[config.mk]
export PLATFORM = sky130hd
export DESIGN_NAME = csw_ctrl
export DESIGN_NICKNAME = d
export VERILOG_FILES = /design/src/design/csw_pkg.sv /design/src/design/csw_ctrl.sv /design/src/design/csw_sync.sv /design/src/design/csw_block.sv
export VERILOG_INCLUDE_DIRS = /design/src /design/src/design
export SDC_FILE = /design/constraint.sdc
export NUM_CORES = 1
export LEC_CHECK = 0
export BUFFER_PORTS_ARGS = -buffer_cell sky130_fd_sc_hd__buf_2
export CAP_MARGIN = 5
export CORE_ASPECT_RATIO = 1.4
export CORE_MARGIN = 3
export CORE_UTILIZATION = 47
export CTS_BUF_LIST = sky130_fd_sc_hd__clkbuf_4
export DETAILED_ROUTE_END_ITERATION = 10
export GPL_TIMING_DRIVEN = 0
export PLACE_DENSITY = 0.85
export SYNTH_ARGS = -nofsm -noshare
export SYNTH_HDL_FRONTEND = slang
export SYNTH_SLANG_ARGS = --single-unit
[constraint.sdc]
create_clock -name clk -period 5.8 [get_ports clk]
set_input_delay 1.16 -clock clk [delete_from_list [all_inputs] [get_ports clk]]
set_output_delay 1.16 -clock clk [all_outputs]
set_load 0.02 [all_outputs]
[src/design/csw_regs.svh]
// Register indices, field positions, reset values and timing counts of the
// chip-select and wait controller. Definitions only; included by the csw_ctrl and csw_block modules.
`ifndef CSW_REGS_SVH
`define CSW_REGS_SVH

// Register indices; the Avalon byte address is four times the index.
`define CSW_IDX_B0 7'h68
`define CSW_IDX_B1 7'h69
`define CSW_IDX_B2 7'h6A
`define CSW_IDX_STAT 7'h6B

// Reset values of the block control registers.
`define CSW_RST_B0 8'h00
`define CSW_RST_B1 8'h00
`define CSW_RST_B2 8'h80

// Field positions inside a block control register.
`define CSW_BIT_EN 7
`define CSW_BIT_SYS 6
`define CSW_BIT_CAS 5
`define CSW_BIT_BUS 4
`define CSW_BIT_W_HI 3
`define CSW_BIT_W_LO 2
`define CSW_BIT_C_HI 1
`define CSW_BIT_C_LO 0

// Default windows used with window code 00.
`define CSW_B0_LO 24'h007F00
`define CSW_B0_HI 24'h007FFF
`define CSW_B1_LO 24'h000480
`define CSW_B1_HI 24'h007FFF
`define CSW_B2_LO 24'h008000
`define CSW_B2_HI 24'h3FFFFF

// Wait states inserted per wait policy code, in bus clock cycles.
`define CSW_WS_TWO 2'h2
`define CSW_WS_ONE 2'h1
`define CSW_WS_NONE 2'h0

`endif

[src/design/csw_pkg.sv]
// Types shared by the chip-select and wait controller modules.
// Assumes nothing of its surroundings.
package csw_pkg;

	typedef enum logic [2:0] {
		CSW_IDLE = 3'b001,
		CSW_SETUP = 3'b010,
		CSW_STROBE = 3'b100
	} csw_state_t;

	typedef enum logic [1:0] {
		CSW_W2 = 2'h0,
		CSW_W1 = 2'h1,
		CSW_WPIN = 2'h2,
		CSW_W0 = 2'h3
	} csw_wait_t;

	typedef enum logic [1:0] {
		CSW_SZ8 = 2'h0,
		CSW_SZ16 = 2'h1,
		CSW_SZ32 = 2'h2
	} csw_size_t;

endpackage

[src/design/csw_ctrl.sv]
// Chip-select and wait controller: block registers on Avalon-MM, external bus
// sequencer with wait states, wait pin and dynamic bus sizing.
// Assumes a 50 MHz clk, an asynchronous active-low reset and a CPU-side
// requester that pulses acc_req only while acc_ready is high.
//
// Contract
// [RULE1] Each block has its own one-byte control register, writable only in system mode.
// [RULE2] Bit 7 enables a block; after reset blocks 0 and 1 are off and block 2 is on.
// [RULE3] Bit 6 at 1 limits a block to system mode, at 0 any mode; it resets to 0.
// [RULE4] Bit 5 selects chip-select waveform at 0 and column-strobe waveform at 1; resets to 0.
// [RULE5] Bit 4 selects the 16-bit data bus at 0 and the 8-bit data bus at 1.
// [RULE6] Wait code 00 gives two wait states, 01 one, 11 none, all ignoring the pin; reset 00.
// [RULE7] Wait code 10 gives one wait state, then holds the cycle while the wait pin is low.
// [RULE8] Window code 00 maps block 0 to 7F00H-7FFFH, block 1 to 480H-7FFFH, block 2 to 8000H-3FFFFFH.
// [RULE9] Window codes 01, 10, 11 map to 400000H, 800000H and C00000H upward in 4 Mbyte windows.
// [RULE10] An 8-bit block moves one byte per access on the low lane, lowest byte first.
// [RULE11] A 16-bit block uses full words when even; an odd start goes high lane, then pairs, then low lane.
// [RULE12] On reads a lane that carries no operand byte is ignored.
// [RULE13] On writes an unused lane is not driven and its write strobe stays inactive.
// [RULE14] Where blocks 0 and 1 overlap, only block 0 takes the access.
// [RULE15] An address no enabled block claims uses the 16-bit bus with no wait states.
// [RULE16] A block claims only when enabled, in its window and allowed in the current mode.
`timescale 1ns/10ps
`include "csw_regs.svh"
module csw_ctrl (
	input wire logic clk,
	input wire logic rst_b,
	input wire logic [8:0] avs_address,
	input wire logic avs_read,
	input wire logic avs_write,
	input wire logic [31:0] avs_writedata,
	input wire logic [3:0] avs_byteenable,
	output logic [31:0] avs_readdata,
	output logic avs_waitrequest,
	input wire logic cpu_system_mode,
	input wire logic acc_req,
	output logic acc_ready,
	input wire logic [23:0] acc_addr,
	input wire csw_pkg::csw_size_t acc_size,
	input wire logic acc_write,
	input wire logic [31:0] acc_wdata,
	input wire logic acc_system_mode,
	output logic acc_done,
	output logic [31:0] acc_rdata,
	output logic [23:0] ext_addr,
	output logic ext_rd_b,
	output logic ext_wr_lo_b,
	output logic ext_wr_hi_b,
	input wire logic [15:0] ext_data_i,
	output logic [15:0] ext_data_o,
	output logic ext_data_lo_oe,
	output logic ext_data_hi_oe,
	input wire logic ext_wait_b,
	output logic block0_strobe_b,
	output logic block1_strobe_b,
	output logic block2_strobe_b
);
	import csw_pkg::*;

	localparam logic [7:0] RST_VAL [0:2] = '{`CSW_RST_B0, `CSW_RST_B1, `CSW_RST_B2};
	localparam logic [23:0] DEF_LO [0:2] = '{`CSW_B0_LO, `CSW_B1_LO, `CSW_B2_LO};
	localparam logic [23:0] DEF_HI [0:2] = '{`CSW_B0_HI, `CSW_B1_HI, `CSW_B2_HI};
	localparam logic [6:0] BLK_IDX [0:2] = '{`CSW_IDX_B0, `CSW_IDX_B1, `CSW_IDX_B2};

	csw_state_t state_r;
	csw_state_t state_nxt;
	logic [23:0] ext_addr_r;
	logic [31:0] wdata_r;
	logic [2:0] nbytes_r;
	logic [1:0] k_r;
	logic wr_r;
	logic sys_r;
	logic [1:0] wcnt_r;
	logic [7:0] rbyte_r [0:3];
	logic [15:0] data_o_r;
	logic done_r;
	logic ack_r;
	logic [31:0] readdata_r;
	logic wait_s;
	logic [7:0] status;

	logic [2:0] claim;
	logic [2:0] narrow;
	logic [2:0] cas_sel;
	csw_wait_t wcode_b [0:2];
	logic [2:0] we;

	// Register bus decode.
	wire [6:0] reg_idx = avs_address[8:2];
	wire bus_req = avs_read || avs_write;
	wire wr_go = avs_write && ack_r && avs_byteenable[0];
	wire stat_hit = (reg_idx == `CSW_IDX_STAT);

	// Access sequencing.
	wire in_idle = (state_r == CSW_IDLE);
	wire in_setup = (state_r == CSW_SETUP);
	wire in_strobe = (state_r == CSW_STROBE);
	wire take = in_idle && acc_req;

	// Block selection with fixed priority so the overlap goes to block 0.
	wire [2:0] sel = {claim[2] && !claim[1] && !claim[0], claim[1] && !claim[0], claim[0]}; // [RULE14]
	wire narrow_c = |(sel & narrow); // [RULE5] [RULE15]
	wire [2:0] cas_c = sel & cas_sel;
	wire csw_wait_t wcode_c = sel[0] ? wcode_b[0] :
		sel[1] ? wcode_b[1] :
		sel[2] ? wcode_b[2] : CSW_W0; // [RULE15] [RULE16]

	// Lane plan for the piece at the current address.
	wire [2:0] rem = nbytes_r - {1'b0, k_r};
	wire two = !narrow_c && !ext_addr_r[0] && (rem > 3'h1); // [RULE11]
	wire use_hi = !narrow_c && (ext_addr_r[0] || two); // [RULE10] [RULE11]
	wire use_lo = !use_hi || two;
	wire [2:0] nb = two ? 3'h2 : 3'h1;
	wire last = (rem <= nb);
	wire [31:0] shifted = wdata_r >> {k_r, 3'b000};
	wire [7:0] lane_lo = shifted[7:0];
	wire [7:0] lane_hi = two ? shifted[15:8] : shifted[7:0];

	wire pin_hold = (wcode_c == CSW_WPIN) && !wait_s; // [RULE7]
	wire finish = in_strobe && (wcnt_r == 2'h0) && !pin_hold;

	logic [1:0] wload;
	always_comb begin
		unique case (wcode_c)
			CSW_W2: wload = `CSW_WS_TWO; // [RULE6]
			CSW_W1: wload = `CSW_WS_ONE; // [RULE6]
			CSW_WPIN: wload = `CSW_WS_ONE; // [RULE7]
			CSW_W0: wload = `CSW_WS_NONE; // [RULE6]
		endcase
	end

	logic [2:0] size_bytes;
	always_comb begin
		unique case (acc_size)
			CSW_SZ8: size_bytes = 3'h1;
			CSW_SZ16: size_bytes = 3'h2;
			default: size_bytes = 3'h4;
		endcase
	end

	genvar gi;
	generate
		for (gi = 0; gi < 3; gi++) begin : g_blk
			assign we[gi] = wr_go && (reg_idx == BLK_IDX[gi]);
			csw_block #(
				.RST_VAL(RST_VAL[gi]),
				.DEF_LO(DEF_LO[gi]),
				.DEF_HI(DEF_HI[gi])
			) u_block (
				.clk(clk),
				.rst_b(rst_b),
				.wr_en(we[gi]),
				.wr_sys(cpu_system_mode),
				.wdata(avs_writedata[7:0]),
				.acc_sys(sys_r),
				.addr(ext_addr_r),
				.claim(claim[gi]),
				.narrow(narrow[gi]),
				.cas_sel(cas_sel[gi]),
				.wait_code(wcode_b[gi])
			);
		end
	endgenerate

	// The wait pin is asynchronous to clk, so it costs two cycles of latency.
	csw_sync #(
		.WIDTH(1),
		.RST_VAL(1'b1)
	) u_wait_sync (
		.clk(clk),
		.rst_b(rst_b),
		.d(ext_wait_b),
		.q(wait_s)
	);

	always_comb begin
		state_nxt = state_r;
		unique case (state_r)
			CSW_IDLE: begin
				if (acc_req) begin
					state_nxt = CSW_SETUP;
				end
			end
			CSW_SETUP: state_nxt = CSW_STROBE;
			CSW_STROBE: begin
				if (finish) begin
					state_nxt = last ? CSW_IDLE : CSW_SETUP; // [RULE10] [RULE11]
				end
			end
		endcase
	end

	always_ff @(posedge clk or negedge rst_b) begin
		if (!rst_b) begin
			state_r <= CSW_IDLE;
		end else begin
			state_r <= state_nxt;
		end
	end

	always_ff @(posedge clk or negedge rst_b) begin
		if (!rst_b) begin
			ext_addr_r <= 24'h000000;
			k_r <= 2'h0;
		end else if (take) begin
			ext_addr_r <= acc_addr;
			k_r <= 2'h0;
		end else if (finish) begin
			ext_addr_r <= ext_addr_r + {21'h000000, nb}; // [RULE10] [RULE11]
			k_r <= k_r + nb[1:0];
		end
	end

	always_ff @(posedge clk or negedge rst_b) begin
		if (!rst_b) begin
			wdata_r <= 32'h00000000;
			nbytes_r <= 3'h1;
			wr_r <= 1'b0;
			sys_r <= 1'b0;
		end else if (take) begin
			wdata_r <= acc_wdata;
			nbytes_r <= size_bytes;
			wr_r <= acc_write;
			sys_r <= acc_system_mode;
		end
	end

	always_ff @(posedge clk or negedge rst_b) begin
		if (!rst_b) begin
			wcnt_r <= 2'h0;
			data_o_r <= 16'h0000;
		end else if (in_setup) begin
			wcnt_r <= wload;
			data_o_r <= {lane_hi, lane_lo};
		end else if (in_strobe && (wcnt_r != 2'h0)) begin
			wcnt_r <= wcnt_r - 2'h1;
		end
	end

	// Read capture keeps only the lanes that carry operand bytes.
	always_ff @(posedge clk or negedge rst_b) begin
		if (!rst_b) begin
			for (int i = 0; i < 4; i++) begin
				rbyte_r[i] <= 8'h00;
			end
		end else if (take) begin
			for (int i = 0; i < 4; i++) begin
				rbyte_r[i] <= 8'h00;
			end
		end else if (finish && !wr_r) begin
			if (two) begin
				rbyte_r[k_r] <= ext_data_i[7:0];
				rbyte_r[k_r + 2'h1] <= ext_data_i[15:8];
			end else begin
				rbyte_r[k_r] <= use_hi ? ext_data_i[15:8] : ext_data_i[7:0]; // [RULE12]
			end
		end
	end

	always_ff @(posedge clk or negedge rst_b) begin
		if (!rst_b) begin
			done_r <= 1'b0;
		end else begin
			done_r <= finish && last;
		end
	end

	// Every bus access waits exactly one cycle, which keeps the read mux off the
	// combinational path from the address pins.
	always_ff @(posedge clk or negedge rst_b) begin
		if (!rst_b) begin
			ack_r <= 1'b0;
			readdata_r <= 32'h00000000;
		end else begin
			ack_r <= bus_req && !ack_r;
			if (avs_read && !ack_r) begin
				readdata_r <= stat_hit ? {24'h000000, status} : 32'h00000000;
			end
		end
	end

	assign status = {1'b0, wait_s, k_r, sel & {3{!in_idle}}, !in_idle};

	assign avs_waitrequest = bus_req && !ack_r;
	assign avs_readdata = readdata_r;
	assign acc_ready = in_idle;
	assign acc_done = done_r;
	assign acc_rdata = {rbyte_r[3], rbyte_r[2], rbyte_r[1], rbyte_r[0]};

	assign ext_addr = ext_addr_r;
	assign ext_data_o = data_o_r;
	assign ext_rd_b = !(in_strobe && !wr_r);
	assign ext_wr_lo_b = !(in_strobe && wr_r && use_lo); // [RULE13]
	assign ext_wr_hi_b = !(in_strobe && wr_r && use_hi); // [RULE13]
	assign ext_data_lo_oe = in_strobe && wr_r && use_lo; // [RULE13]
	assign ext_data_hi_oe = in_strobe && wr_r && use_hi; // [RULE13]

	// Chip-select spans setup and strobe; column strobe only the strobe phase.
	wire [2:0] strobe_on = sel & ((cas_c & {3{in_strobe}}) | (~cas_c & {3{in_setup || in_strobe}})); // [RULE4]
	assign block0_strobe_b = !strobe_on[0]; // [RULE9]
	assign block1_strobe_b = !strobe_on[1];
	assign block2_strobe_b = !strobe_on[2];
endmodule

[src/design/csw_sync.sv]
// Two-stage synchroniser for a level arriving from outside the clock domain.
// Assumes the input is a slow level; a pulse shorter than one cycle may be missed.
`timescale 1ns/10ps
module csw_sync #(
	parameter int WIDTH = 1,
	parameter logic [WIDTH-1:0] RST_VAL = '0
) (
	input wire logic clk,
	input wire logic rst_b,
	input wire logic [WIDTH-1:0] d,
	output logic [WIDTH-1:0] q
);
	logic [WIDTH-1:0] meta_r;

	always_ff @(posedge clk or negedge rst_b) begin
		if (!rst_b) begin
			meta_r <= RST_VAL;
			q <= RST_VAL;
		end else begin
			meta_r <= d;
			q <= meta_r;
		end
	end
endmodule

[src/design/csw_block.sv]
// One block area: its write-only control register and its address window match.
// Assumes the write strobe is already decoded and qualified by the bus slave.
`timescale 1ns/10ps
`include "csw_regs.svh"
module csw_block #(
	parameter logic [7:0] RST_VAL = 8'h00,
	parameter logic [23:0] DEF_LO = 24'h000000,
	parameter logic [23:0] DEF_HI = 24'h000000
) (
	input wire logic clk,
	input wire logic rst_b,
	input wire logic wr_en,
	input wire logic wr_sys,
	input wire logic [7:0] wdata,
	input wire logic acc_sys,
	input wire logic [23:0] addr,
	output logic claim,
	output logic narrow,
	output logic cas_sel,
	output csw_pkg::csw_wait_t wait_code
);
	import csw_pkg::*;

	logic [7:0] ctrl_r;
	logic [1:0] win;
	logic in_def;
	logic in_win;
	logic mode_ok;

	always_ff @(posedge clk or negedge rst_b) begin
		if (!rst_b) begin
			ctrl_r <= RST_VAL; // [RULE2] [RULE3] [RULE4] [RULE6]
		end else if (wr_en && wr_sys) begin
			ctrl_r <= wdata; // [RULE1]
		end
	end

	assign win = ctrl_r[`CSW_BIT_C_HI:`CSW_BIT_C_LO];
	assign in_def = (addr >= DEF_LO) && (addr <= DEF_HI); // [RULE8]
	// Codes 01 to 11 coincide with the top two address bits of their window.
	assign in_win = (win == 2'h0) ? in_def : (addr[23:22] == win); // [RULE9]
	assign mode_ok = !ctrl_r[`CSW_BIT_SYS] || acc_sys; // [RULE3]
	assign claim = ctrl_r[`CSW_BIT_EN] && in_win && mode_ok; // [RULE2] [RULE16]
	assign narrow = ctrl_r[`CSW_BIT_BUS]; // [RULE5]
	assign cas_sel = ctrl_r[`CSW_BIT_CAS]; // [RULE4]
	assign wait_code = csw_wait_t'(ctrl_r[`CSW_BIT_W_HI:`CSW_BIT_W_LO]); // [RULE6]
endmodule

==> flow_metrics.py, run 1 <==
metrics = {
    "setup_path": {
        "worst-setup-path-type": "register to output port",
        "endpoint_kind": "output port",
        "cp.arrival_ns": 3.99,
        "crit_start": "ext_addr[16]",
        "startpoint_type": "register",
        "r2r-start": "ext_addr[16]",
        "cp_max_fo": 14,
        "cp.required_ns": 4.64,
    },
    "layout": {
        "nets": 1217,
        "multi_input_area_mm2": 0.00372,
        "syn2layout_area_growth_pct": 20.5,
        "area.sequential_mm2": 0.00378,
        "fillers": 1479,
        "drive_above_1_share": 0.281,
    },
    "logic_synthesis": {
        "yosys_warnings": 0,
        "synth_cell_types": 70,
        "synthCells": 845,
        "synthTopCellsByCount": "204 x nand2_1, 146 x dfrtp_1, 50 x o21ai_0",
        "yosysMostFrequentCell": "nand2_1",
        "synth_area_leader_cell": "dfrtp_1",
        "synth_edf_count": 0,
        "postSynthAreaPerCell_um2": 9.33,
        "async_flop_share": 1.00,
        "synth_top_cell_area_share": 0.463,
        "synth.cell_area_mm2": 0.00789,
        "synthTopCellsByArea": "dfrtp_1 46%, nand2_1 9.7%, mux2_2 4.6%",
        "ys_ff_latch": 151,
        "yosysSeqAreaShare": 0.480,
        "ys.flop_type": "dfrtp_1",
    },
    "clock_tree": {
        "cts_tree": "done",
        "cts_setup_buffers": 0,
        "cts_buffer_depth": 2,
        "path_clk_slew_ns": 0.14,
        "postCtsResizedCells": 0,
        "clk_latency_ns": 0.57,
        "cts_sinks": 151,
        "cts-root-buf": "clkbuf_4",
        "h-tree-depth": 4,
        "cts_hold_buf": 0,
        "cts_buffers": 17,
    },
    "routing": {
        "firstDrtPassIters": 6,
        "wl_per_cell_um": 17.3,
        "vias": 7161,
        "drt_iter0_drc": 524,
        "drc": 0,
        "via_per_inst": 5.53,
        "drt_wl_total_um": 22400,
        "ant_nets": 0,
    },
    "min_path": {
        "hold_path.startpoint": "u_wait_sync.meta_r",
        "hp-class": "register to register",
    },
    "placement": {
        "io_buffers": 188,
        "post-place-ws_ns": 0.875,
        "hpwl_um": 16700,
        "globalplace.congestion": 0.946,
    },
    "timing": {
        "finalMaxSlewViolations": 0,
        "finalCritPeriodShare": 0.889,
        "setup_viol": 0,
        "hold_viol": 0,
        "max_freq_mhz": 194,
        "tns_ns": 0,
        "grt_setup_unrepaired": "false",
        "fin_skew_ns": 0.0329,
        "final.setup.worst_slack_ns": 0.646,
        "relSlewSlack": 0.487,
        "layout_min_cycle_time_ns": 5.15,
        "tightest_slew_ns": 0.769,
    },
    "power": {
        "p_total_uw": 4900,
        "p_per_area_mw_per_mm2": 516,
        "leakage_uw": 0.00480,
        "vdd_drop_max_mv": 0.277,
    },
    "global_routing": {
        "grt_overflow": 0,
        "track_usage": 0.239,
        "first_global_vias": 6975,
        "grt_max_degree": 81,
        "grt_pass1_wl_um": 35000,
        "antenna_found_initial": 5,
    },
    "floorplanning": {
        "dieWidth_um": 115,
        "die_y_um": 159,
        "io_pins": 243,
        "row_count": 55,
        "dieArea_mm2": 0.0184,
        "core_mm2": 0.0163,
        "initial_core_util": 0.484,
    },
    "job": {
        "cap_violations": 0,
    },
    "status": {
        "status": "finished clean",
    },
}
[report_power, final]
part	switching, uW	internal (uW)
registers	282	1420
clock network	404	270
logic	1610	924
[worst paths after layout]
path	to	slack [ns]	cells after the start
worst max-delay path	ext_data_hi_oe	0.65	15
worst min-delay path	u_wait_sync.q	0.37	0
worst max register to register	ext_addr[23]	0.76	19
worst min register to register	u_wait_sync.q	0.37	0
max in group asynchronous	nbytes_r[0]	4.31	2
min in group asynchronous	ext_addr[18]	0.65	1
[stage by stage]
stage,hold WS (ns),cells,instance area [um^2],util
final,0.370,1294,9500,0.583
after global routing,0.373,1293,9500,0.582
after detailed placement,0.349,1257,9200,0.564
after global placement,0.346,1256,9170,0.562
after floorplan,0.345,869,7980,-
after CTS,0.367,1289,9490,0.582
[registers in the layout, summed over array words and instances, names as in the netlist]
signal,cells
k_r,2
ext_addr,24
state_r,3
avs_readdata,7
wr_r,1
sys_r,1
ack_r,1
nbytes_r,3
wcnt_r,2
u_wait_sync.q,1
wdata_r,32
u_wait_sync.meta_r,1
acc_done,1
g_blk.u_block.ctrl_r,24
acc_rdata,32
ext_data_o,16
[per-layer routing]
| metal | track usage | routed length [um] | vias to the layer above |
|---|---|---|---|
| li1 | - | - | 3381 |
| met5 | 0 | 7 | - |
| met3 | 0.0380 | 1270 | 67 |
| met1 | 0.285 | 8750 | 3401 |
| met2 | 0.415 | 11500 | 310 |
| met4 | 0.114 | 787 | 2 |
[area by class of cell]
class | count | area share
repair buffers | 189 | 0.103
flip-flops and latches | 151 | 0.398
clock buffers | 19 | 0.0150
multi-input cells | 625 | 0.391
well taps | 199 | 0.0262
plain buffers | 71 | 0.0410
inverters | 22 | 0.00895
clock inverters | 13 | 0.0153
diodes | 5 | 0.00132
[cells in the final DEF (no fill, tap or decap), drive strengths merged, types with 6 or more instances in the layout]
| cell type | n |
|---|---|
| o31ai | 9 |
| mux2i | 25 |
| a21o | 6 |
| a22oi | 7 |
| or3 | 6 |
| inv | 26 |
| a32oi | 14 |
| buf | 224 |
| xnor2 | 9 |
| nand3 | 26 |
| ha | 10 |
| nor2 | 43 |
| and3 | 7 |
| nor4 | 7 |
| clkbuf | 55 |
| dfrtp | 146 |
| conb | 25 |
| nand2 | 204 |
| mux2 | 32 |
| o21ai | 53 |
| a221oi | 8 |
| and2 | 11 |
| a21oi | 30 |
| nor3 | 9 |
| nand4 | 12 |
[kinds of logic after synthesis]
family / count (synthesis) / synth area share
other cells: 1 / 0.000475
simple gates: 351 / 0.201
xor+xnor: 13 / 0.0144
fa+ha+maj: 12 / 0.0209
buf+inv: 93 / 0.0601
compound gates: 167 / 0.146
mux: 57 / 0.0774
flops: 151 / 0.480
[worst max-delay path: stages, from the launching register on]
cell,delay (ns)
dfrtp_1,0.48
nor4_2,0.35
nand4_1,0.24
nor4_2,0.46
or2_2,0.18
buf_2,0.24
o31ai_4,0.13
and2_1,0.19
buf_6,0.14
inv_4,0.07
buf_2,0.31
ha_1,0.27
nor2_1,0.06
nand2_1,0.09
inv_1,0.05
buf_2,0.15
(Power assumes the default switching activity.)
==> inputs of run 2 (changes only) <==
--- a/config.mk
+++ b/config.mk
@@ -14,6 +14,7 @@
 export CTS_BUF_LIST = sky130_fd_sc_hd__clkbuf_4
 export DETAILED_ROUTE_END_ITERATION = 10
 export GPL_TIMING_DRIVEN = 0
+export MAX_ROUTING_LAYER = met4
 export PLACE_DENSITY = 0.85
 export SYNTH_ARGS = -nofsm -noshare
 export SYNTH_HDL_FRONTEND = slang
==> run 2 against run 1 <==
Compared with the run above: worst setup slack better by 0.017 ns; utilization fell by 0.18 points; worst hold slack worse by 0.0064 ns; critical path depth stayed put; flip-flop and latch count stayed put; fmax increased by 0.33%; critical endpoint unchanged; largest power group unchanged.
==> flow_metrics.py, run 2 (same netlist as run 1, synthesis figures left out) <==
metrics = {
    "timing": {
        "max_freq_mhz": 195,
        "fin_skew_ns": 0.0274,
        "hold-worst-slack_ns": 0.364,
        "layout_min_cycle_time_ns": 5.14,
        "finalMaxSlewViolations": 0,
        "setup_viol": 0,
        "hold_viol": 0,
        "tns_ns": 0,
        "grt_setup_unrepaired": "false",
        "relSlewSlack": 0.435,
        "tightest_slew_ns": 0.847,
        "finalCritPeriodShare": 0.886,
    },
    "setup_path": {
        "cp.arrival_ns": 3.98,
        "cp_slowest_stage_delay_ns": 0.47,
        "startpoint_type": "register",
        "path_common_cell": "buf_2",
        "path_buf_inv": 6,
        "cp.required_ns": 4.64,
        "cp_max_fo": 14,
        "endpoint_kind": "output port",
        "worst-setup-path-type": "register to output port",
        "cp_slowest_cell": "dfrtp_1",
        "crit_chain": "nor4_2 > nand4_1 > nor4_2 > or2_2 > buf_2 > o31ai_4 > and2_1 > buf_6 > inv_4 > buf_2 > ha_1 > nor2_1 > nand2_1 > inv_1 > buf_2",
        "crit_family": "simple AND/OR/NAND/NOR gates",
    },
    "layout": {
        "syn2layout_area_growth_pct": 20.1,
        "postLayoutCoreUtil": 0.581,
        "multi_input_area_mm2": 0.00372,
        "most-common-layout-cells": "204 x nand2_1, 192 x buf_2, 146 x dfrtp_1",
        "nets": 1217,
        "layout_commonest_cell": "nand2_1",
        "area.sequential_mm2": 0.00378,
        "fillers": 1450,
        "drive_above_1_share": 0.281,
    },
    "clock_tree": {
        "path_clk_slew_ns": 0.13,
        "cts-root-buf": "clkbuf_4",
        "cts_sinks": 151,
        "cts_tree": "done",
        "h-tree-depth": 4,
        "cts_buffers": 17,
        "clk_latency_ns": 0.57,
        "cts_setup_buffers": 0,
        "cts_buffer_depth": 2,
        "cts_hold_buf": 0,
        "postCtsResizedCells": 0,
    },
    "global_routing": {
        "grt_overflow": 0,
        "grt_max_degree": 90,
        "grt_pass1_wl_um": 36100,
        "first_global_vias": 7110,
        "antenna_found_initial": 4,
        "track_usage": 0.256,
    },
    "min_path": {
        "hp-class": "register to register",
    },
    "placement": {
        "hpwl_um": 17200,
        "globalplace.congestion": 0.965,
        "io_buffers": 188,
    },
    "power": {
        "vdd_drop_max_mv": 0.251,
        "p_per_area_mw_per_mm2": 513,
        "p_total_uw": 4860,
        "leakage_uw": 0.00478,
    },
    "job": {
        "cap_violations": 0,
    },
    "routing": {
        "drt_wl_total_um": 22700,
        "wl_per_cell_um": 17.6,
        "vias": 7201,
        "firstDrtPassIters": 6,
        "drt_iter0_drc": 509,
        "drc": 0,
        "ant_nets": 0,
        "via_per_inst": 5.57,
    },
    "floorplanning": {
        "die_y_um": 159,
        "initial_core_util": 0.484,
        "dieArea_mm2": 0.0184,
        "io_pins": 243,
        "dieWidth_um": 115,
        "core_mm2": 0.0163,
        "row_count": 55,
    },
    "status": {
        "status": "finished clean",
    },
}
[run 2: final timing paths]
check	to	startpoint	cells past startpoint	slack, ns
setup / recovery	ext_data_hi_oe	ext_addr[18]	15	0.66
hold / removal	u_wait_sync.q	u_wait_sync.meta_r	0	0.36
setup reg to reg	ext_addr[23]	ext_addr[18]	19	0.79
hold reg to reg	u_wait_sync.q	u_wait_sync.meta_r	0	0.36
max in group asynchronous	nbytes_r[0]	rst_b	2	4.29
min in group asynchronous	sys_r	rst_b	1	0.65
[run 2: per-layer routing]
metal | track usage | wire length [um] | vias to the layer above
met5 | - | 0 | -
met1 | 0.296 | 8720 | 3462
met3 | 0.0418 | 1310 | 58
li1 | - | - | 3374
met4 | 0.117 | 905 | 0
met2 | 0.432 | 11800 | 307
[run 2: through the flow]
step | std cells | cell area (um^2) | setup slack, ns
final | 1293 | 9470 | 0.663
after global routing | 1293 | 9470 | 0.403
after CTS | 1289 | 9460 | 0.646
after detailed placement | 1257 | 9200 | 0.866
after global placement | 1256 | 9170 | 0.904
after floorplan | 869 | 7980 | 1.52
[run 2: power breakdown]
part	total, uW	switching, uW	internal (uW)
clock	624	406	218
sequential	1700	287	1420
combinational	2540	1610	925
total	4860	2300	2560
[run 2: layout make-up]
cell class	instances	share of cell area
Sequential cell	151	0.400
Multi-Input combinational cell	625	0.393
Timing Repair Buffer	189	0.103
Buffer	71	0.0411
Tap cell	199	0.0263
Clock buffer	18	0.0143
Clock inverter	14	0.0132
Inverter	22	0.00898
Antenna cell	4	0.00106
